===== src/rtl/prsc_regs.svh =====
// Register indices, field positions, reset values and timing counts of the sleep controller
//
// Behaviour
// RL1 - Reset pulse is issued in the configuration step after reset and every reconfiguration.
// RL2 - Pin-select field 2:1 picks none, serial data, SPI MOSI or digital audio pin.
// RL3 - Bit 0 sets pulse polarity: 0 active low, 1 active high.
// RL4 - Pulse stays asserted about 285 us, then the pin returns inactive.
// RL5 - Software keeps reset-output settings in configuration memory before reconfiguring.
// RL6 - Controller sets receiver power-down bit before the transmitter power-down bit.
// RL7 - Power down is refused while the wake-interval register holds zero.
// RL8 - Writing 0x01 starts the transfer; receiver powers down when it completes.
// RL9 - Lost link with nonzero wake interval starts a timeout towards automatic power down.
// RL10 - Timeout is the 16-bit sleep interval times 10 ms.
// RL11 - Power down ends on an enabled wake-pin change or sleep-timer expiry.
// RL12 - Controller clears both power-down bits to stop power-down operation.
// RL13 - Transmitter role wakes on its wake pin only with mode bit 5 set.
// RL14 - Receiver role wakes on any enabled digital input pin change, bits 3:0.
// RL15 - Receiver sleep-timer wake bit 4 wins; pin wake only while it is clear.
// RL16 - After waking, return to power down unless the power-down bit is cleared.
// RL17 - Pin-wake window is wake interval times extension plus one times 10 ms.
// RL18 - Input pulses of at least 1 ms are recognised as wake events.
// RL19 - Transmitter with zero wake interval never returns to power down on timers.
// RL20 - Wake pins are synchronised and changes found by comparing successive samples.
`ifndef PRSC_REGS_SVH
`define PRSC_REGS_SVH

// Word indices; byte address is four times the index
`define PRSC_IDX_RX_RESO 8'h40
`define PRSC_IDX_RX_WAKE 8'h45
`define PRSC_IDX_RX_STI0 8'h46
`define PRSC_IDX_RX_STI1 8'h47
`define PRSC_IDX_RX_WTI 8'h48
`define PRSC_IDX_RX_LTI 8'h4c
`define PRSC_IDX_TX_LTI 8'h4d
`define PRSC_IDX_TX_RESO 8'h50
`define PRSC_IDX_TX_STI0 8'h57
`define PRSC_IDX_TX_STI1 8'h58
`define PRSC_IDX_TX_WTI 8'h59
`define PRSC_IDX_TX_MODE 8'h60
`define PRSC_IDX_RX_MODE 8'h61
`define PRSC_IDX_RX_XFER 8'h62
`define PRSC_IDX_RECONF 8'h63
`define PRSC_IDX_STATUS 8'h64

// Field positions
`define PRSC_RESO_POL 0
`define PRSC_WAKE_TIMER 4
`define PRSC_TXMODE_PD 6
`define PRSC_TXMODE_PINWAKE 5
`define PRSC_RXMODE_PD 7
`define PRSC_XFER_START 8'h01

// Reset value of every writable register
`define PRSC_REG_RESET 8'h00

// Timing
`define PRSC_CLK_KHZ 100000
`define PRSC_TICK_MS 10
`define PRSC_WAKE_MIN_MS 1
`define PRSC_PULSE_US 285
`define PRSC_TICK_CYC (`PRSC_TICK_MS * `PRSC_CLK_KHZ)
`define PRSC_WAKE_MIN_CYC (`PRSC_WAKE_MIN_MS * `PRSC_CLK_KHZ)
`define PRSC_PULSE_CYC ((`PRSC_PULSE_US * `PRSC_CLK_KHZ + 999) / 1000)

`endif


===== src/rtl/prsc_pkg.sv =====
// Types shared by the sleep controller
package prsc_pkg;
  typedef enum logic [2:0] {
    ST_CFG,
    ST_ACTIVE,
    ST_LOST,
    ST_SLEEP,
    ST_WAKE
  } prsc_state_type;
endpackage


===== src/rtl/prsc_tick_div.sv =====
// Divider producing a one-cycle timer tick enable
`timescale 1ns/1ns
module prsc_tick_div #(
  parameter int unsigned DIV = 1000000
) (
  // Clock and reset
  input wire logic clk_i,
  input wire logic rst_i,
  // Restart the period
  input wire logic clr_i,
  // Tick
  output logic tick_o
);
  localparam int unsigned CW = $clog2(DIV);

  logic [CW-1:0] cnt_ff;

  if (DIV < 2) begin : g_bad_div
    $error("prsc_tick_div: DIV must be at least 2");
  end

  always_ff @(posedge clk_i) begin
    if (rst_i || clr_i) begin
      cnt_ff <= '0;
      tick_o <= 1'b0;
    end else if (cnt_ff == CW'(DIV - 1)) begin
      cnt_ff <= '0;
      tick_o <= 1'b1;
    end else begin
      cnt_ff <= cnt_ff + CW'(1);
      tick_o <= 1'b0;
    end
  end
endmodule // prsc_tick_div


===== src/rtl/prsc_pin_filter.sv =====
// Three-stage synchroniser and minimum-width filter for wake pins
`timescale 1ns/1ns
module prsc_pin_filter #(
  parameter int unsigned WIDTH = 5,
  parameter int unsigned MIN_CYC = 100000
) (
  // Clock and reset
  input wire logic clk_i,
  input wire logic rst_i,
  // Pins and filtered levels
  input wire logic [WIDTH-1:0] pins_i,
  output logic [WIDTH-1:0] level_o
);
  localparam int unsigned CW = $clog2(MIN_CYC);

  if (MIN_CYC < 2 || WIDTH < 1) begin : g_bad_par
    $error("prsc_pin_filter: MIN_CYC must be at least 2");
  end

  for (genvar g = 0; g < WIDTH; g++) begin : g_pin
    logic [2:0] sync_ff;
    logic [CW-1:0] cnt_ff;

    // Only stage 1 reads stage 0
    always_ff @(posedge clk_i) begin
      if (rst_i) begin
        sync_ff <= 3'h0;
      end else begin
        sync_ff <= {sync_ff[1:0], pins_i[g]}; // [RL20]
      end
    end

    // A new level must stand MIN_CYC cycles before it counts, so glitches never wake
    always_ff @(posedge clk_i) begin
      if (rst_i) begin
        cnt_ff <= '0;
        level_o[g] <= 1'b0;
      end else if (sync_ff[1] == sync_ff[2] && sync_ff[2] != level_o[g]) begin
        if (cnt_ff == CW'(MIN_CYC - 1)) begin
          cnt_ff <= '0;
          level_o[g] <= sync_ff[2]; // [RL18]
        end else begin
          cnt_ff <= cnt_ff + CW'(1);
        end
      end else begin
        cnt_ff <= '0;
      end
    end
  end
endmodule // prsc_pin_filter


===== src/rtl/prsc_top.sv =====
// Peripheral reset pulse and power-down sequencing with Wishbone registers
`timescale 1ns/1ns
`include "prsc_regs.svh"
module prsc_top #(
  parameter int unsigned TICK_CYC = `PRSC_TICK_CYC,
  parameter int unsigned WAKE_MIN_CYC = `PRSC_WAKE_MIN_CYC,
  parameter int unsigned PULSE_CYC = `PRSC_PULSE_CYC
) (
  // Clock and reset
  input wire logic clk_i,
  input wire logic rst_i,
  // Wishbone slave
  input wire logic cyc_i,
  input wire logic stb_i,
  input wire logic we_i,
  input wire logic [3:0] sel_i,
  input wire logic [9:0] adr_i,
  input wire logic [31:0] dat_i,
  output logic [31:0] dat_o,
  output logic ack_o,
  // Role and radio link
  input wire logic receiver_role_i,
  input wire logic link_up_i,
  input wire logic remote_xfer_done_i,
  output logic remote_xfer_start_o,
  // Wake pins
  input wire logic transmitter_wake_pin_i,
  input wire logic [3:0] digital_input_pins_i,
  // Reset pulse pins: 0 serial data, 1 SPI MOSI, 2 digital audio
  output logic [2:0] rst_pin_o,
  output logic [2:0] rst_pin_oe_o,
  // Power state
  output logic power_down_o
);
  localparam int unsigned PW = $clog2(PULSE_CYC);

  if (PULSE_CYC < 2 || PULSE_CYC > 65535) begin : g_bad_pulse
    $error("prsc_top: PULSE_CYC out of range");
  end

  prsc_pkg::prsc_state_type state_ff;
  prsc_pkg::prsc_state_type nxt_state;
  logic [15:0] cnt_ff;
  logic [15:0] nxt_cnt;
  logic [PW-1:0] pulse_cnt_ff;
  logic role_ff;
  logic reconf_ff;
  logic xfer_pend_ff;
  logic xfer_done_ff;
  logic [4:0] prev_ff;
  logic [4:0] level;
  logic [4:0] chg;
  logic tick;
  logic expire;
  logic pin_hit;
  logic pd_bit;
  logic pd_req;
  logic timer_wake;
  logic [2:0] cur_reso;
  logic [7:0] cur_wti;
  logic [7:0] cur_lti;
  logic [15:0] cur_sti;
  logic [24:0] ext_prod;
  logic [15:0] ext_win;
  logic in_cfg;
  logic req;
  logic wr;
  logic [7:0] idx;
  logic [7:0] rd_byte;

  // Registers
  logic [2:0] transmitter_reset_output_cfg_ff;
  logic [2:0] receiver_reset_output_cfg_ff;
  logic [4:0] receiver_wake_sources_ff;
  logic [7:0] txmode_ff;
  logic [7:0] rxmode_ff;
  logic [15:0] transmitter_sleep_interval_ff;
  logic [15:0] receiver_sleep_interval_ff;
  logic [7:0] transmitter_wake_interval_ff;
  logic [7:0] receiver_wake_interval_ff;
  logic [7:0] transmitter_wake_extension_ff;
  logic [7:0] receiver_wake_extension_ff;

  assign req = cyc_i && stb_i && !ack_o;
  assign wr = req && we_i && sel_i[0];
  assign idx = adr_i[9:2];
  assign in_cfg = (state_ff == prsc_pkg::ST_CFG);

  // Bus answer: one ack per request, one cycle after it is seen
  always_ff @(posedge clk_i) begin
    if (rst_i) begin
      ack_o <= 1'b0;
      dat_o <= 32'h0;
    end else begin
      ack_o <= req;
      if (req && !we_i) begin
        dat_o <= {24'h0, rd_byte};
      end
    end
  end

  always_comb begin
    rd_byte = 8'h00;
    case (idx)
      `PRSC_IDX_RX_RESO: rd_byte = {5'h00, receiver_reset_output_cfg_ff};
      `PRSC_IDX_TX_RESO: rd_byte = {5'h00, transmitter_reset_output_cfg_ff};
      `PRSC_IDX_RX_WAKE: rd_byte = {3'h0, receiver_wake_sources_ff};
      `PRSC_IDX_TX_MODE: rd_byte = txmode_ff;
      `PRSC_IDX_RX_MODE: rd_byte = rxmode_ff;
      `PRSC_IDX_TX_STI0: rd_byte = transmitter_sleep_interval_ff[7:0];
      `PRSC_IDX_TX_STI1: rd_byte = transmitter_sleep_interval_ff[15:8];
      `PRSC_IDX_RX_STI0: rd_byte = receiver_sleep_interval_ff[7:0];
      `PRSC_IDX_RX_STI1: rd_byte = receiver_sleep_interval_ff[15:8];
      `PRSC_IDX_TX_WTI: rd_byte = transmitter_wake_interval_ff;
      `PRSC_IDX_RX_WTI: rd_byte = receiver_wake_interval_ff;
      `PRSC_IDX_TX_LTI: rd_byte = transmitter_wake_extension_ff;
      `PRSC_IDX_RX_LTI: rd_byte = receiver_wake_extension_ff;
      `PRSC_IDX_STATUS: rd_byte = {2'h0, xfer_done_ff, link_up_i, role_ff, state_ff};
      default: rd_byte = 8'h00;
    endcase
  end

  // Reserved bits above the reset-output and wake-source fields are not stored, so they read as zero
  always_ff @(posedge clk_i) begin
    if (rst_i) begin
      // Settings are lost on reset; software restores them before reconfiguring [RL5]
      transmitter_reset_output_cfg_ff <= 3'(`PRSC_REG_RESET);
      receiver_reset_output_cfg_ff <= 3'(`PRSC_REG_RESET);
      receiver_wake_sources_ff <= 5'(`PRSC_REG_RESET);
      txmode_ff <= `PRSC_REG_RESET;
      rxmode_ff <= `PRSC_REG_RESET;
      transmitter_sleep_interval_ff <= {`PRSC_REG_RESET, `PRSC_REG_RESET};
      receiver_sleep_interval_ff <= {`PRSC_REG_RESET, `PRSC_REG_RESET};
      transmitter_wake_interval_ff <= `PRSC_REG_RESET;
      receiver_wake_interval_ff <= `PRSC_REG_RESET;
      transmitter_wake_extension_ff <= `PRSC_REG_RESET;
      receiver_wake_extension_ff <= `PRSC_REG_RESET;
    end else if (wr) begin
      case (idx)
        `PRSC_IDX_RX_RESO: receiver_reset_output_cfg_ff <= dat_i[2:0];
        `PRSC_IDX_TX_RESO: transmitter_reset_output_cfg_ff <= dat_i[2:0];
        `PRSC_IDX_RX_WAKE: receiver_wake_sources_ff <= dat_i[4:0];
        `PRSC_IDX_TX_MODE: txmode_ff <= dat_i[7:0];
        `PRSC_IDX_RX_MODE: rxmode_ff <= dat_i[7:0];
        `PRSC_IDX_TX_STI0: transmitter_sleep_interval_ff[7:0] <= dat_i[7:0];
        `PRSC_IDX_TX_STI1: transmitter_sleep_interval_ff[15:8] <= dat_i[7:0];
        `PRSC_IDX_RX_STI0: receiver_sleep_interval_ff[7:0] <= dat_i[7:0];
        `PRSC_IDX_RX_STI1: receiver_sleep_interval_ff[15:8] <= dat_i[7:0];
        `PRSC_IDX_TX_WTI: transmitter_wake_interval_ff <= dat_i[7:0];
        `PRSC_IDX_RX_WTI: receiver_wake_interval_ff <= dat_i[7:0];
        `PRSC_IDX_TX_LTI: transmitter_wake_extension_ff <= dat_i[7:0];
        `PRSC_IDX_RX_LTI: receiver_wake_extension_ff <= dat_i[7:0];
        default: ;
      endcase
    end
  end

  // Command strobes and transfer tracking; a completion beats the clear on sleep entry
  always_ff @(posedge clk_i) begin
    if (rst_i) begin
      reconf_ff <= 1'b0;
      remote_xfer_start_o <= 1'b0;
      xfer_pend_ff <= 1'b0;
      xfer_done_ff <= 1'b0;
    end else begin
      reconf_ff <= wr && idx == `PRSC_IDX_RECONF && dat_i[0];
      remote_xfer_start_o <= wr && idx == `PRSC_IDX_RX_XFER && dat_i[7:0] == `PRSC_XFER_START;
      if (wr && idx == `PRSC_IDX_RX_XFER && dat_i[7:0] == `PRSC_XFER_START) begin
        xfer_pend_ff <= 1'b1; // [RL8]
      end else if (remote_xfer_done_i) begin
        xfer_pend_ff <= 1'b0;
      end
      if (remote_xfer_done_i && xfer_pend_ff) begin
        xfer_done_ff <= 1'b1; // [RL8]
      end else if (state_ff == prsc_pkg::ST_SLEEP) begin
        xfer_done_ff <= 1'b0;
      end
    end
  end

  // Role is taken while configuring, so a role change needs a reconfiguration
  always_ff @(posedge clk_i) begin
    if (rst_i) begin
      role_ff <= 1'b0;
    end else if (in_cfg) begin
      role_ff <= receiver_role_i;
    end
  end

  assign cur_reso = role_ff ? receiver_reset_output_cfg_ff : transmitter_reset_output_cfg_ff;
  assign cur_wti = role_ff ? receiver_wake_interval_ff : transmitter_wake_interval_ff;
  assign cur_lti = role_ff ? receiver_wake_extension_ff : transmitter_wake_extension_ff;
  assign cur_sti = role_ff ? receiver_sleep_interval_ff : transmitter_sleep_interval_ff;
  // Controller orders the two bits across the pair; each role sees only its own [RL6]
  assign pd_bit = role_ff ? rxmode_ff[`PRSC_RXMODE_PD] : txmode_ff[`PRSC_TXMODE_PD];
  assign pd_req = pd_bit && (!role_ff || xfer_done_ff); // [RL8]
  assign timer_wake = role_ff ? receiver_wake_sources_ff[`PRSC_WAKE_TIMER] : 1'b1;
  assign ext_prod = 25'(cur_wti) * (25'(cur_lti) + 25'h1);
  assign ext_win = ext_prod[15:0]; // [RL17]
  assign expire = tick && cnt_ff <= 16'h0001;

  // Reset pulse timing
  always_ff @(posedge clk_i) begin
    if (rst_i || !in_cfg || reconf_ff) begin
      pulse_cnt_ff <= '0;
    end else if (pulse_cnt_ff != PW'(PULSE_CYC - 1)) begin
      pulse_cnt_ff <= pulse_cnt_ff + PW'(1); // [RL4]
    end
  end

  // Selected pin is driven active for the whole configuration step, inactive after
  always_ff @(posedge clk_i) begin
    if (rst_i) begin
      rst_pin_o <= 3'h0;
      rst_pin_oe_o <= 3'h0;
    end else begin
      for (int i = 0; i < 3; i++) begin
        rst_pin_oe_o[i] <= (cur_reso[2:1] == 2'(i + 1)); // [RL2]
        rst_pin_o[i] <= in_cfg ? cur_reso[`PRSC_RESO_POL] : !cur_reso[`PRSC_RESO_POL]; // [RL3]
      end
    end
  end

  prsc_pin_filter #(
    .WIDTH(5),
    .MIN_CYC(WAKE_MIN_CYC)
  ) u_filter (
    .clk_i(clk_i),
    .rst_i(rst_i),
    .pins_i({transmitter_wake_pin_i, digital_input_pins_i}),
    .level_o(level)
  );

  // Divider restarts on each state change so the first period is a full 10 ms
  prsc_tick_div #(
    .DIV(TICK_CYC)
  ) u_tick (
    .clk_i(clk_i),
    .rst_i(rst_i),
    .clr_i(nxt_state != state_ff),
    .tick_o(tick)
  );

  always_ff @(posedge clk_i) begin
    if (rst_i) begin
      prev_ff <= 5'h00;
    end else begin
      prev_ff <= level;
    end
  end

  assign chg = level ^ prev_ff; // [RL20]
  assign pin_hit = role_ff ?
      (!receiver_wake_sources_ff[`PRSC_WAKE_TIMER] && |(chg[3:0] & receiver_wake_sources_ff[3:0])) : // [RL14] [RL15]
      (txmode_ff[`PRSC_TXMODE_PINWAKE] && chg[4]); // [RL13]

  always_comb begin
    nxt_state = state_ff;
    nxt_cnt = (tick && cnt_ff != 16'h0000) ? cnt_ff - 16'h0001 : cnt_ff;
    case (state_ff)
      prsc_pkg::ST_CFG: begin
        if (pulse_cnt_ff == PW'(PULSE_CYC - 1)) begin
          nxt_state = prsc_pkg::ST_ACTIVE;
        end
      end
      prsc_pkg::ST_ACTIVE: begin
        if (cur_wti != 8'h00) begin // [RL7]
          if (pd_req) begin
            nxt_state = prsc_pkg::ST_SLEEP;
            nxt_cnt = cur_sti;
          end else if (!link_up_i) begin
            nxt_state = prsc_pkg::ST_LOST; // [RL9]
            nxt_cnt = cur_sti; // [RL10]
          end
        end
      end
      prsc_pkg::ST_LOST: begin
        if (link_up_i || cur_wti == 8'h00) begin // [RL9]
          nxt_state = prsc_pkg::ST_ACTIVE;
        end else if (pd_req || expire) begin
          nxt_state = prsc_pkg::ST_SLEEP;
          nxt_cnt = cur_sti;
        end
      end
      prsc_pkg::ST_SLEEP: begin
        if (pin_hit) begin
          nxt_state = prsc_pkg::ST_WAKE; // [RL11]
          nxt_cnt = ext_win; // [RL17]
        end else if (timer_wake && expire) begin
          nxt_state = prsc_pkg::ST_WAKE; // [RL11] [RL15]
          nxt_cnt = {8'h00, cur_wti};
        end
      end
      prsc_pkg::ST_WAKE: begin
        if (!pd_bit) begin
          nxt_state = prsc_pkg::ST_ACTIVE; // [RL12]
        end else if (cur_wti != 8'h00 && expire) begin // [RL19]
          nxt_state = prsc_pkg::ST_SLEEP; // [RL16]
          nxt_cnt = cur_sti;
        end
      end
      default: nxt_state = prsc_pkg::ST_CFG;
    endcase
    if (reconf_ff) begin
      nxt_state = prsc_pkg::ST_CFG; // [RL1]
    end
  end

  // Reset lands in the configuration step, which issues the pulse
  always_ff @(posedge clk_i) begin
    if (rst_i) begin
      state_ff <= prsc_pkg::ST_CFG; // [RL1]
      cnt_ff <= 16'h0000;
      power_down_o <= 1'b0;
    end else begin
      state_ff <= nxt_state;
      cnt_ff <= nxt_cnt;
      power_down_o <= (nxt_state == prsc_pkg::ST_SLEEP);
    end
  end
endmodule // prsc_top


===== config.mk =====
export PLATFORM = sky130hd
export DESIGN_NAME = prsc_top
export DESIGN_NICKNAME = d
export VERILOG_FILES = /design/src/rtl/prsc_pkg.sv /design/src/rtl/prsc_tick_div.sv /design/src/rtl/prsc_pin_filter.sv /design/src/rtl/prsc_top.sv
export VERILOG_INCLUDE_DIRS = /design/src /design/src/rtl
export SDC_FILE = /design/constraint.sdc
export NUM_CORES = 1
export LEC_CHECK = 0
export BUFFER_PORTS_ARGS = -buffer_cell sky130_fd_sc_hd__buf_2
export CAP_MARGIN = 20
export CELL_PAD_IN_SITES_DETAIL_PLACEMENT = 1
export CELL_PAD_IN_SITES_GLOBAL_PLACEMENT = 2
export CORE_ASPECT_RATIO = 1.75
export CORE_MARGIN = 8
export CORE_UTILIZATION = 38
export CTS_CLUSTER_SIZE = 12
export DETAILED_ROUTE_END_ITERATION = 10
export PLACE_DENSITY = 0.85
export RECOVER_POWER = 50
export SYNTH_ARGS = -nofsm -noshare
export SYNTH_HDL_FRONTEND = slang
export SYNTH_HIERARCHICAL = 1
export SYNTH_SLANG_ARGS = --single-unit

===== constraint.sdc =====
create_clock -name clk_i -period 7.8 [get_ports clk_i]
set_input_delay 0.78 -clock clk_i [delete_from_list [all_inputs] [get_ports clk_i]]
set_output_delay 0.78 -clock clk_i [all_outputs]
set_load 0.02 [all_outputs]

-- Yosys cells after proc, flatten, opt, wreduce, memory -nomap -nowiden
Index checks and enable logic that the tools add are counted.
- bits in registers: 275
- input port bits: 59
- output and inout port bits: 41
- word-level logic and storage cells: 208
- add/subtract/negate cells: 9
- multipliers: 1
- $lt $le $gt $ge: 1
- equality and inequality tests: 44
- mux-type cells: 37
- bitwise operators: 7
- reduce and logical (&&, ||, !) cells: 65
- operators by type and width (kind ; number):
    $mux W16 ; 11
    $eq A8 B7 Y1 const B ; 16
    $pmux W8 S14 ; 1
    $add A17 B1 Y17 const B ; 5
    $eq A17 B17 Y1 const B ; 5
    $pmux W16 S4 ; 1
    $mux W3 ; 12
    $reduce_and A2 Y1 ; 18
    $logic_and A1 B1 Y1 ; 22
    $add A20 B1 Y20 const B ; 1
    $eq A20 B20 Y1 const B ; 1
    $le A16 B1 Y1 const B ; 1
    $mul A8 B9 Y16 ; 1
    $mux W8 ; 2
    $reduce_bool A16 Y1 ; 1
    $sub A16 B1 Y16 const B ; 1
    $add A15 B1 Y15 const B ; 1
    $eq A15 B15 Y1 const B ; 1
    $ne A15 B15 Y1 const B ; 1
    $pmux W3 S5 ; 1
    $reduce_or A3 Y1 ; 5
    $add A8 B1 Y9 const B ; 1
    $eq A3 B2 Y1 const B ; 3
    $mux W1 ; 9
    other kinds (19) ; 43

-- Logic depth before layout (Yosys ltp)
Gate-level depths: netlist (run 1).
- depth after elaboration: 11
- depth in mapped cells: 22
- mapped depth without buffers: 20

-- By module
Netlist (run 1), hierarchy kept.
- by module, submodules not included (module ; instances ; cells each ; area each (um^2) ; seq. area each (um^2)):
    prsc_top ; 1 ; 1204 ; 10344.9 ; 2982.9
    prsc_pin_filter ; 1 ; 520 ; 4601.9 ; 2102.0
    prsc_tick_div ; 1 ; 105 ; 938.4 ; 420.4

-- Worst setup path before layout (run 1)
No wires, ideal clock.
- path kind: register to register
- start point: register role_ff
- end point: register, netlist name cnt_ff[14]
- setup time: 0.129 ns
- arrival: 5.540 ns
- required time: 7.671 ns
- setup slack: 2.131 ns
- cell stages (with the launch flop): 22
- buffers on the path: 1
- cell sequence: dfxtp_1 -> buf_4 -> mux2i_1 -> clkinv_1 -> ha_1 -> o21ai_0 -> xnor2_1 -> or2_2 -> fa_1 -> fa_1 -> inv_1 -> fa_1 -> inv_1 -> fa_1 -> inv_1 -> ha_1 -> nand3_1 -> o211ai_1 -> o221ai_1 -> and3_1 -> o31ai_1 -> a31oi_1
- RTL lines (what ; line ; RTL):
    start, declared ; prsc_top.sv:46 ; logic role_ff;
    start signal, assigned ; prsc_top.sv:186 ; role_ff <= receiver_role_i;

==> impl_metrics.py, run 1 <==
metrics = {
    "pwr": {
        "ir_drop_mv": 0.172,
        "power_density_nw_per_um2": 165,
        "cellLeakagePower_nw": 6.11,
        "power_mw": 2.86,
    },
    "timing": {
        "worst_pin_slew_ns": 3.93,
        "worst_slew_margin_rel": -1.62,
        "hold_viol": 0,
        "rsz0062_at_grt": "false",
        "fin_tns_setup_ns": 0,
        "holdWs_ns": 0.422,
        "finalSetupViolations": 0,
        "fmax_ghz": 0.148,
        "worst_clock_skew_ns": 0.0152,
        "fin_crit_sh": 0.865,
        "finalCriticalPeriod_ns": 6.75,
        "drv_slew": 158,
    },
    "cells_and_area": {
        "final_area_um2": 17300,
        "nNetsFinal": 1985,
        "area_delta_synth_final_pct": 9.17,
        "drive_above_1_share": 0.0862,
    },
    "logic_synthesis": {
        "ys_ff_latch": 275,
        "postSynthAreaPerCell_um2": 8.69,
        "synth_flop_cell": "dfxtp_1",
        "synth_edf_count": 0,
        "yosysWarnings": 6,
        "async_flop_share": 0,
        "ys_seq_area_frac": 0.347,
        "synth.distinct_cells": 92,
        "netlist_instances": 1829,
        "syn-cell-area_um2": 15900,
    },
    "setup_path": {
        "crit_type": "reg -> reg",
        "cp_max_fo": 10,
        "crit_path_end_kind": "register",
        "required_ns": 8.13,
        "cp.arrival_ns": 7.07,
        "worstSetupStartpointType": "register",
        "r2r_slack_ns": 1.05,
    },
    "route": {
        "wl_um": 48400,
        "drt_pass1_iterations": 7,
        "dr_total_vias": 13500,
        "initialDrtViolationCount": 506,
        "ant_nets": 0,
        "wire_per_inst_um": 20.0,
        "drc": 0,
        "routed_via_density": 5.58,
    },
    "run_status": {
        "status": "complete, but fails checks",
        "violations": "max-capacitance violations, max-slew violations",
    },
    "floorplan": {
        "num_rows": 99,
        "die-area_um2": 48900,
        "die-width_um": 171,
        "start_util": 0.383,
        "design.core.area_um2": 41500,
        "pin_count": 100,
        "dieHeight_um": 286,
    },
    "grt": {
        "grt_pass1_wl_um": 78000,
        "grt_max_degree": 88,
        "grt_overflow": 0,
        "grt_pass1_vias": 14700,
        "antenna_found_initial": 1,
        "grt_use_total": 0.200,
    },
    "clocking": {
        "post_cts_buffers": 0,
        "cts_hold_buf": 0,
        "clk_latency_ns": 0.58,
        "cts_tree": "done",
        "cts_sinks": 275,
        "cts-resized-gates": 0,
        "clk_path_buf_depth": 3,
        "cts_root_buf": "clkbuf_16",
        "cts_inserted_buffers": 29,
        "htreeDepth": 1,
        "path_clk_slew_ns": 0.06,
    },
    "min_path": {
        "hold_class": "in -> reg",
    },
    "place": {
        "place.detailed.hpwl_um": 36900,
        "place_congestion": 0.920,
        "place_area_um2": 16500,
        "port-buffer-count": 46,
    },
    "run": {
        "max_cap_violations": 2,
    },
}
[routing by layer]
metal  part of all wire  track usage  vias to the layer above
li1                   -            -                     6408
met4              0.075        0.144                        2
met3              0.036       0.0263                      167
met2               0.53        0.378                      276
met5            0.00019            0                        -
met1               0.36        0.195                     6607
[where the power goes]
group	internal (mW)	switching [mW]	total, mW
Clock	0.778	0.573	1.35
Combinational	0.0223	0.0730	0.0953
Sequential	1.41	0.00662	1.42
Total	2.21	0.653	2.86
[state kept, by name, summed over array words and instances (netlist names), 5 cells and up]
signal and flops:
cnt_ff 16, receiver_wake_sources_ff 5, pulse_cnt_ff 15, receiver_sleep_interval_ff 16, rxmode_ff 8, receiver_wake_interval_ff 8, dat_o 8, u_tick/cnt_ff 20
transmitter_wake_interval_ff 8, receiver_wake_extension_ff 8, prev_ff 5, txmode_ff 8, u_filter/level_o 5, u_filter/g_pin.sync_ff 15, transmitter_sleep_interval_ff 16, u_filter/g_pin.cnt_ff 85
transmitter_wake_extension_ff 8
[cells by family (layout without fill, tap and decap cells)]
kind of cell | Yosys count | in the layout | synth area share
DFF | 275 | 275 | 0.347
adders and majority gates | 87 | 87 | 0.0879
buffers and inverters | 198 | 203 | 0.0570
other | 1 | 25 | 0.000236
and+or+nand+nor | 775 | 775 | 0.253
muxes | 120 | 120 | 0.0773
AOI/OAI and AO/OA | 246 | 246 | 0.108
xor gates and xnor gates | 127 | 127 | 0.0700
[layout by cell type (no fill, tap or decap), drive strengths merged, types with 13 or more instances in the layout]
cell	instances
buf	43
and3	13
nor2	285
o31ai	16
xnor2	82
or3	28
ha	46
nor3	38
fa	41
or4	17
inv	90
nor2b	35
clkbuf	63
nor4	35
o21ai	31
nand4	41
xor2	45
conb	24
dfxtp	275
or2	15
a22oi	17
mux2	22
nand3	85
nand2	105
a21oi	77
mux2i	98
[critical path, stage by stage, from the launching register on]
cell and delay [ns]:
dfxtp_2 0.48, mux2i_1 0.45, clkinv_1 0.42, ha_1 0.34, o21ai_0 0.19, nor2_1 0.10, xor2_1 0.55, nor2_1 0.15
fa_1 0.55, fa_1 0.45, fa_1 0.56, inv_1 0.06, fa_1 0.54, inv_1 0.04, ha_1 0.24, nor3_1 0.24
o21ai_0 0.22, a31oi_1 0.26, xnor2_1 0.09, a22oi_1 0.42, o22ai_1 0.15
[through the flow]
stage,worst slack (ns),instances,util
finish,1.05,2413,0.418
floorplan,2.13,1852,-
global placement,1.20,2363,0.397
global route,0.602,2412,0.418
detailed placement,1.14,2363,0.397
CTS,1.13,2412,0.419
[path summary, 6_finish.rpt]
kind	startpoint	endpoint	cells past startpoint
worst max-delay path	role_ff$_SDFFE_PP0P_	cnt_ff[11]$_SDFF_PP0_	20
worst min-delay path	digital_input_pins_i[3]	u_filter/g_pin[3].sync_ff[0]$_SDFF_PP0_	2
worst max register to register	role_ff$_SDFFE_PP0P_	cnt_ff[11]$_SDFF_PP0_	20
worst min register to register	u_filter/g_pin[1].sync_ff[0]$_SDFF_PP0_	u_filter/g_pin[1].sync_ff[1]$_SDFF_PP0_	1
[cells in the mapped netlist, types with 5 or more instances]
cell,number,area share
a222oi_1,9,0.0057
ha_1,46,0.036
o31ai_1,15,0.0071
nand3_1,82,0.026
nor2b_1,35,0.014
nand2_1,104,0.025
a21oi_1,76,0.024
mux2_2,22,0.016
nor4b_1,8,0.0044
o21ai_0,31,0.0098
o211ai_1,7,0.0033
buf_2,10,0.0032
o22ai_1,6,0.0024
and2_1,10,0.0039
or4b_2,5,0.0032
a22o_1,5,0.0028
o2bb2ai_1,5,0.0028
or3_1,24,0.0095
a211oi_1,7,0.0033
inv_1,89,0.021
dfxtp_1,275,0.35
nor4bb_1,6,0.0038
clkbuf_1,59,0.014
a31oi_1,8,0.0032
mux2i_1,98,0.062
or2_2,14,0.0055
or4_1,15,0.0071
a22oi_1,17,0.0080
nand2b_1,12,0.0047
xnor2_1,82,0.045
nor4_1,33,0.013
buf_6,5,0.0035
nor3b_1,6,0.0028
buf_4,27,0.013
a221oi_1,11,0.0061
nor3_1,34,0.011
nor2_1,285,0.067
nand4_1,41,0.016
fa_1,41,0.052
and4_1,9,0.0050
a31o_2,6,0.0033
xor2_1,45,0.025
and3_1,13,0.0051
[final cells by class]
class | count | area, um2
tap | 555 | 694
clock inverter | 5 | 56.3
fill | 4857 | 24200
clock buffer | 44 | 852
timing repair buffer | 62 | 324
sequential | 275 | 5510
inverter | 92 | 345
antenna | 1 | 2.50
multi-input combinational | 1379 | 9560
Power figures use the tool's default switching activity.
==> inputs of run 2 (changes only) <==
--- a/config.mk
+++ b/config.mk
@@ -6,16 +6,17 @@
 export SDC_FILE = /design/constraint.sdc
 export NUM_CORES = 1
 export LEC_CHECK = 0
+export ABC_AREA = 1
 export BUFFER_PORTS_ARGS = -buffer_cell sky130_fd_sc_hd__buf_2
 export CAP_MARGIN = 20
 export CELL_PAD_IN_SITES_DETAIL_PLACEMENT = 1
 export CELL_PAD_IN_SITES_GLOBAL_PLACEMENT = 2
 export CORE_ASPECT_RATIO = 1.75
 export CORE_MARGIN = 8
-export CORE_UTILIZATION = 38
+export CORE_UTILIZATION = 35
 export CTS_CLUSTER_SIZE = 12
 export DETAILED_ROUTE_END_ITERATION = 10
-export PLACE_DENSITY = 0.85
+export PLACE_DENSITY = 0.86
 export RECOVER_POWER = 50
 export SYNTH_ARGS = -nofsm -noshare
 export SYNTH_HDL_FRONTEND = slang
==> run 2 against run 1 <==
The run still ends with max-capacitance violations, max-slew violations left. Sequential power about the same. Hold slack got worse by 0.026 ns. Setup slack improved by 0.29 ns. Cell area grew 7.6%. Largest power group unchanged.
==> impl_metrics.py, run 2 <==
metrics = {
    "run_status": {
        "status": "complete, but fails checks",
        "violations": "max-capacitance violations, max-slew violations",
    },
    "clocking": {
        "post_cts_buffers": 0,
        "clk_latency_ns": 0.57,
        "cts_root_buf": "clkbuf_16",
        "htreeDepth": 1,
        "cts_sinks": 275,
        "cts_tree": "done",
        "cts_hold_buf": 0,
        "clk_path_buf_depth": 3,
        "cts_inserted_buffers": 29,
        "path_clk_slew_ns": 0.06,
        "cts-resized-gates": 0,
    },
    "cells_and_area": {
        "drive_above_1_share": 0.0645,
        "fin_cells": 3235,
        "final_cell_mix": "nand2_1 (507), nor2_1 (413), inv_1 (357), dfxtp_1 (275), a21oi_1 (167)",
        "final_util": 0.384,
        "final_common_cell": "nand2_1",
        "area_delta_synth_final_pct": 8.64,
        "final_area_um2": 18700,
        "reg.largest.list": "u_filter/g_pin.cnt_ff: 85 flops, u_tick/cnt_ff: 20 flops",
        "nNetsFinal": 2708,
        "largest_reg_flops": 85,
        "top_register": "u_filter/g_pin.cnt_ff",
    },
    "pwr": {
        "power_mw": 3.00,
        "power_frac_clock": 0.460,
        "power_density_nw_per_um2": 161,
        "switching_share": 0.246,
        "ir_drop_mv": 0.171,
        "seqPwrFrac": 0.473,
        "cellLeakagePower_nw": 7.75,
        "p_int_mw": 2.26,
        "switching_power_mw": 0.737,
        "power_frac_comb": 0.067,
    },
    "setup_path": {
        "crit_path_end_kind": "register",
        "critPathBufInv": 4,
        "worstSetupStartpointType": "register",
        "cp_max_fo": 15,
        "cpLargestDelayFamily": "adder cells",
        "cpMaxStageDelayCell": "dfxtp_1",
        "required_ns": 8.25,
        "cpPeakStageDelay_ns": 0.67,
        "cp.arrival_ns": 6.91,
        "path_common_cell": "fa_1",
        "crit_type": "reg -> reg",
        "path_cells": "o21ai_1 -> inv_2 -> ha_1 -> nand3b_1 -> nor3_1 -> xor2_1 -> nor2_1 -> fa_1 -> fa_1 -> fa_1 -> inv_1 -> fa_1 -> inv_1 -> ha_1 -> a21oi_1 -> o21ai_0 -> a21oi_1 -> o21bai_1 -> o21ai_0 -> nand3_1 -> nand2_1 -> inv_1",
        "r2r_slack_ns": 1.34,
    },
    "timing": {
        "fin_ws_ns": 1.34,
        "finalCriticalPeriod_ns": 6.46,
        "fin_crit_sh": 0.828,
        "drv_slew": 165,
        "fin_tns_setup_ns": 0,
        "finalSetupViolations": 0,
        "hold_viol": 0,
        "worst_pin_slew_ns": 3.70,
        "worst_clock_skew_ns": 0.0106,
        "fmax_ghz": 0.155,
        "rsz0062_at_grt": "false",
        "worst_slew_margin_rel": -1.47,
        "holdWs_ns": 0.395,
    },
    "place": {
        "port-buffer-count": 46,
        "place_area_um2": 17800,
        "place.detailed.hpwl_um": 43400,
        "pre_cts_slack_ns": 1.33,
        "place_congestion": 0.870,
        "placed_cells": 3185,
    },
    "logic_synthesis": {
        "async_flop_share": 0,
        "ys_top_cells_by_area": "dfxtp_1 (32%), nand2_1 (11%), nor2_1 (9.0%), inv_1 (7.8%), a21oi_1 (4.9%)",
        "netlist_instances": 2541,
        "ys_seq_area_frac": 0.321,
        "synth.distinct_cells": 54,
        "syn-cell-area_um2": 17200,
        "ys_top_cells_by_count": "nand2_1 (506), nor2_1 (410), inv_1 (358)",
        "synth_edf_count": 0,
        "postSynthAreaPerCell_um2": 6.76,
        "synth_flop_cell": "dfxtp_1",
        "synth_top_area_frac": 0.321,
        "ys_ff_latch": 275,
        "yosysMostFrequentCell": "nand2_1",
        "yosys.area.top_type": "dfxtp_1",
        "yosysWarnings": 6,
    },
    "floorplan": {
        "design.core.area_um2": 48600,
        "die-width_um": 183,
        "start_util": 0.353,
        "dieHeight_um": 309,
        "pin_count": 100,
        "die-area_um2": 56700,
        "num_rows": 107,
    },
    "grt": {
        "grt_max_degree": 90,
        "antenna_found_initial": 8,
        "grt_use_total": 0.194,
        "grt_pass1_vias": 17500,
        "grt_pass1_wl_um": 88500,
        "grt_overflow": 0,
    },
    "route": {
        "routed_via_density": 5.00,
        "ant_nets": 0,
        "wire_per_inst_um": 17.0,
        "drc": 0,
        "dr_total_vias": 16200,
        "drt_pass1_iterations": 5,
        "initialDrtViolationCount": 635,
        "wl_um": 55000,
    },
    "min_path": {
        "hold_class": "reg -> reg",
    },
    "run": {
        "max_cap_violations": 3,
    },
}
[run 2: cell count changes in the layout (fill, tap and decap cells not counted), moves of 22 or more]
cell     previous run  this run
a21oi_1            76       167
inv_1              89       357
mux2_2             22         0
mux2i_1            98         0
nand2_1           104       507
nand3_1            82       142
nor2_1            285       413
nor2_2              0        23
nor2b_1            35         0
nor4_1             33         4
o21ai_0            31       158
or3_1              24         0
xnor2_1            82        27
[run 2: cell type report]
type | instances | area [um2]
clock inverters | 7 | 113
well taps | 654 | 818
diodes | 6 | 15.0
fillers | 6299 | 29900
repair buffers | 55 | 268
clock buffers | 37 | 786
inverters | 375 | 1410
flip-flops and latches | 275 | 5510
multi-input cells | 1826 | 9730
[run 2: final timing paths]
kind,startpoint,to,depth (start not counted)
setup / recovery,role_ff$_SDFFE_PP0P_,cnt_ff[13]$_SDFF_PP0_,22
setup reg to reg,role_ff$_SDFFE_PP0P_,cnt_ff[13]$_SDFF_PP0_,22
hold / removal,u_filter/g_pin[1].sync_ff[0]$_SDFF_PP0_,u_filter/g_pin[1].sync_ff[1]$_SDFF_PP0_,2
hold reg to reg,u_filter/g_pin[1].sync_ff[0]$_SDFF_PP0_,u_filter/g_pin[1].sync_ff[1]$_SDFF_PP0_,2
[run 2: tightest hold or removal path, delay by kind of cell (launching register included)]
kind	cells	cell delay [ns]
and+or+nand+nor	1	0.03
DFF	1	0.29
buffers and inverters	1	0.04
[run 2: routing by layer]
layer  track usage  vias to the layer above  part of all wire
met3        0.0247                      124             0.030
met5             0                        -           0.00045
met1         0.188                     7797              0.37
met4         0.101                        4             0.054
met2         0.388                      222              0.55
li1              -                     8041                 -
[run 2: cells by family after synthesis]
kind of cell | Yosys count | share of synthesized area
and+or+nand+nor | 1233 | 0.313
buffers and inverters | 463 | 0.115
AOI/OAI and AO/OA | 403 | 0.129
DFF | 275 | 0.321
adders and majority gates | 87 | 0.0813
xor gates and xnor gates | 79 | 0.0407
other | 1 | 0.000218
[run 2: power groups by stage]
| stage | Sequential (mW) | Combinational (mW) | Clock [mW] |
|---|---|---|---|
| 2_1_floorplan | 1.45 | 0.150 | 0 |
| 3_3_place_gp | 1.45 | 0.200 | 0 |
| 3_5_place_dp | 1.45 | 0.204 | 0 |
| 4_1_cts | 1.42 | 0.205 | 1.42 |
| 5_1_grt | 1.42 | 0.225 | 1.47 |
| 6_report | 1.42 | 0.201 | 1.38 |
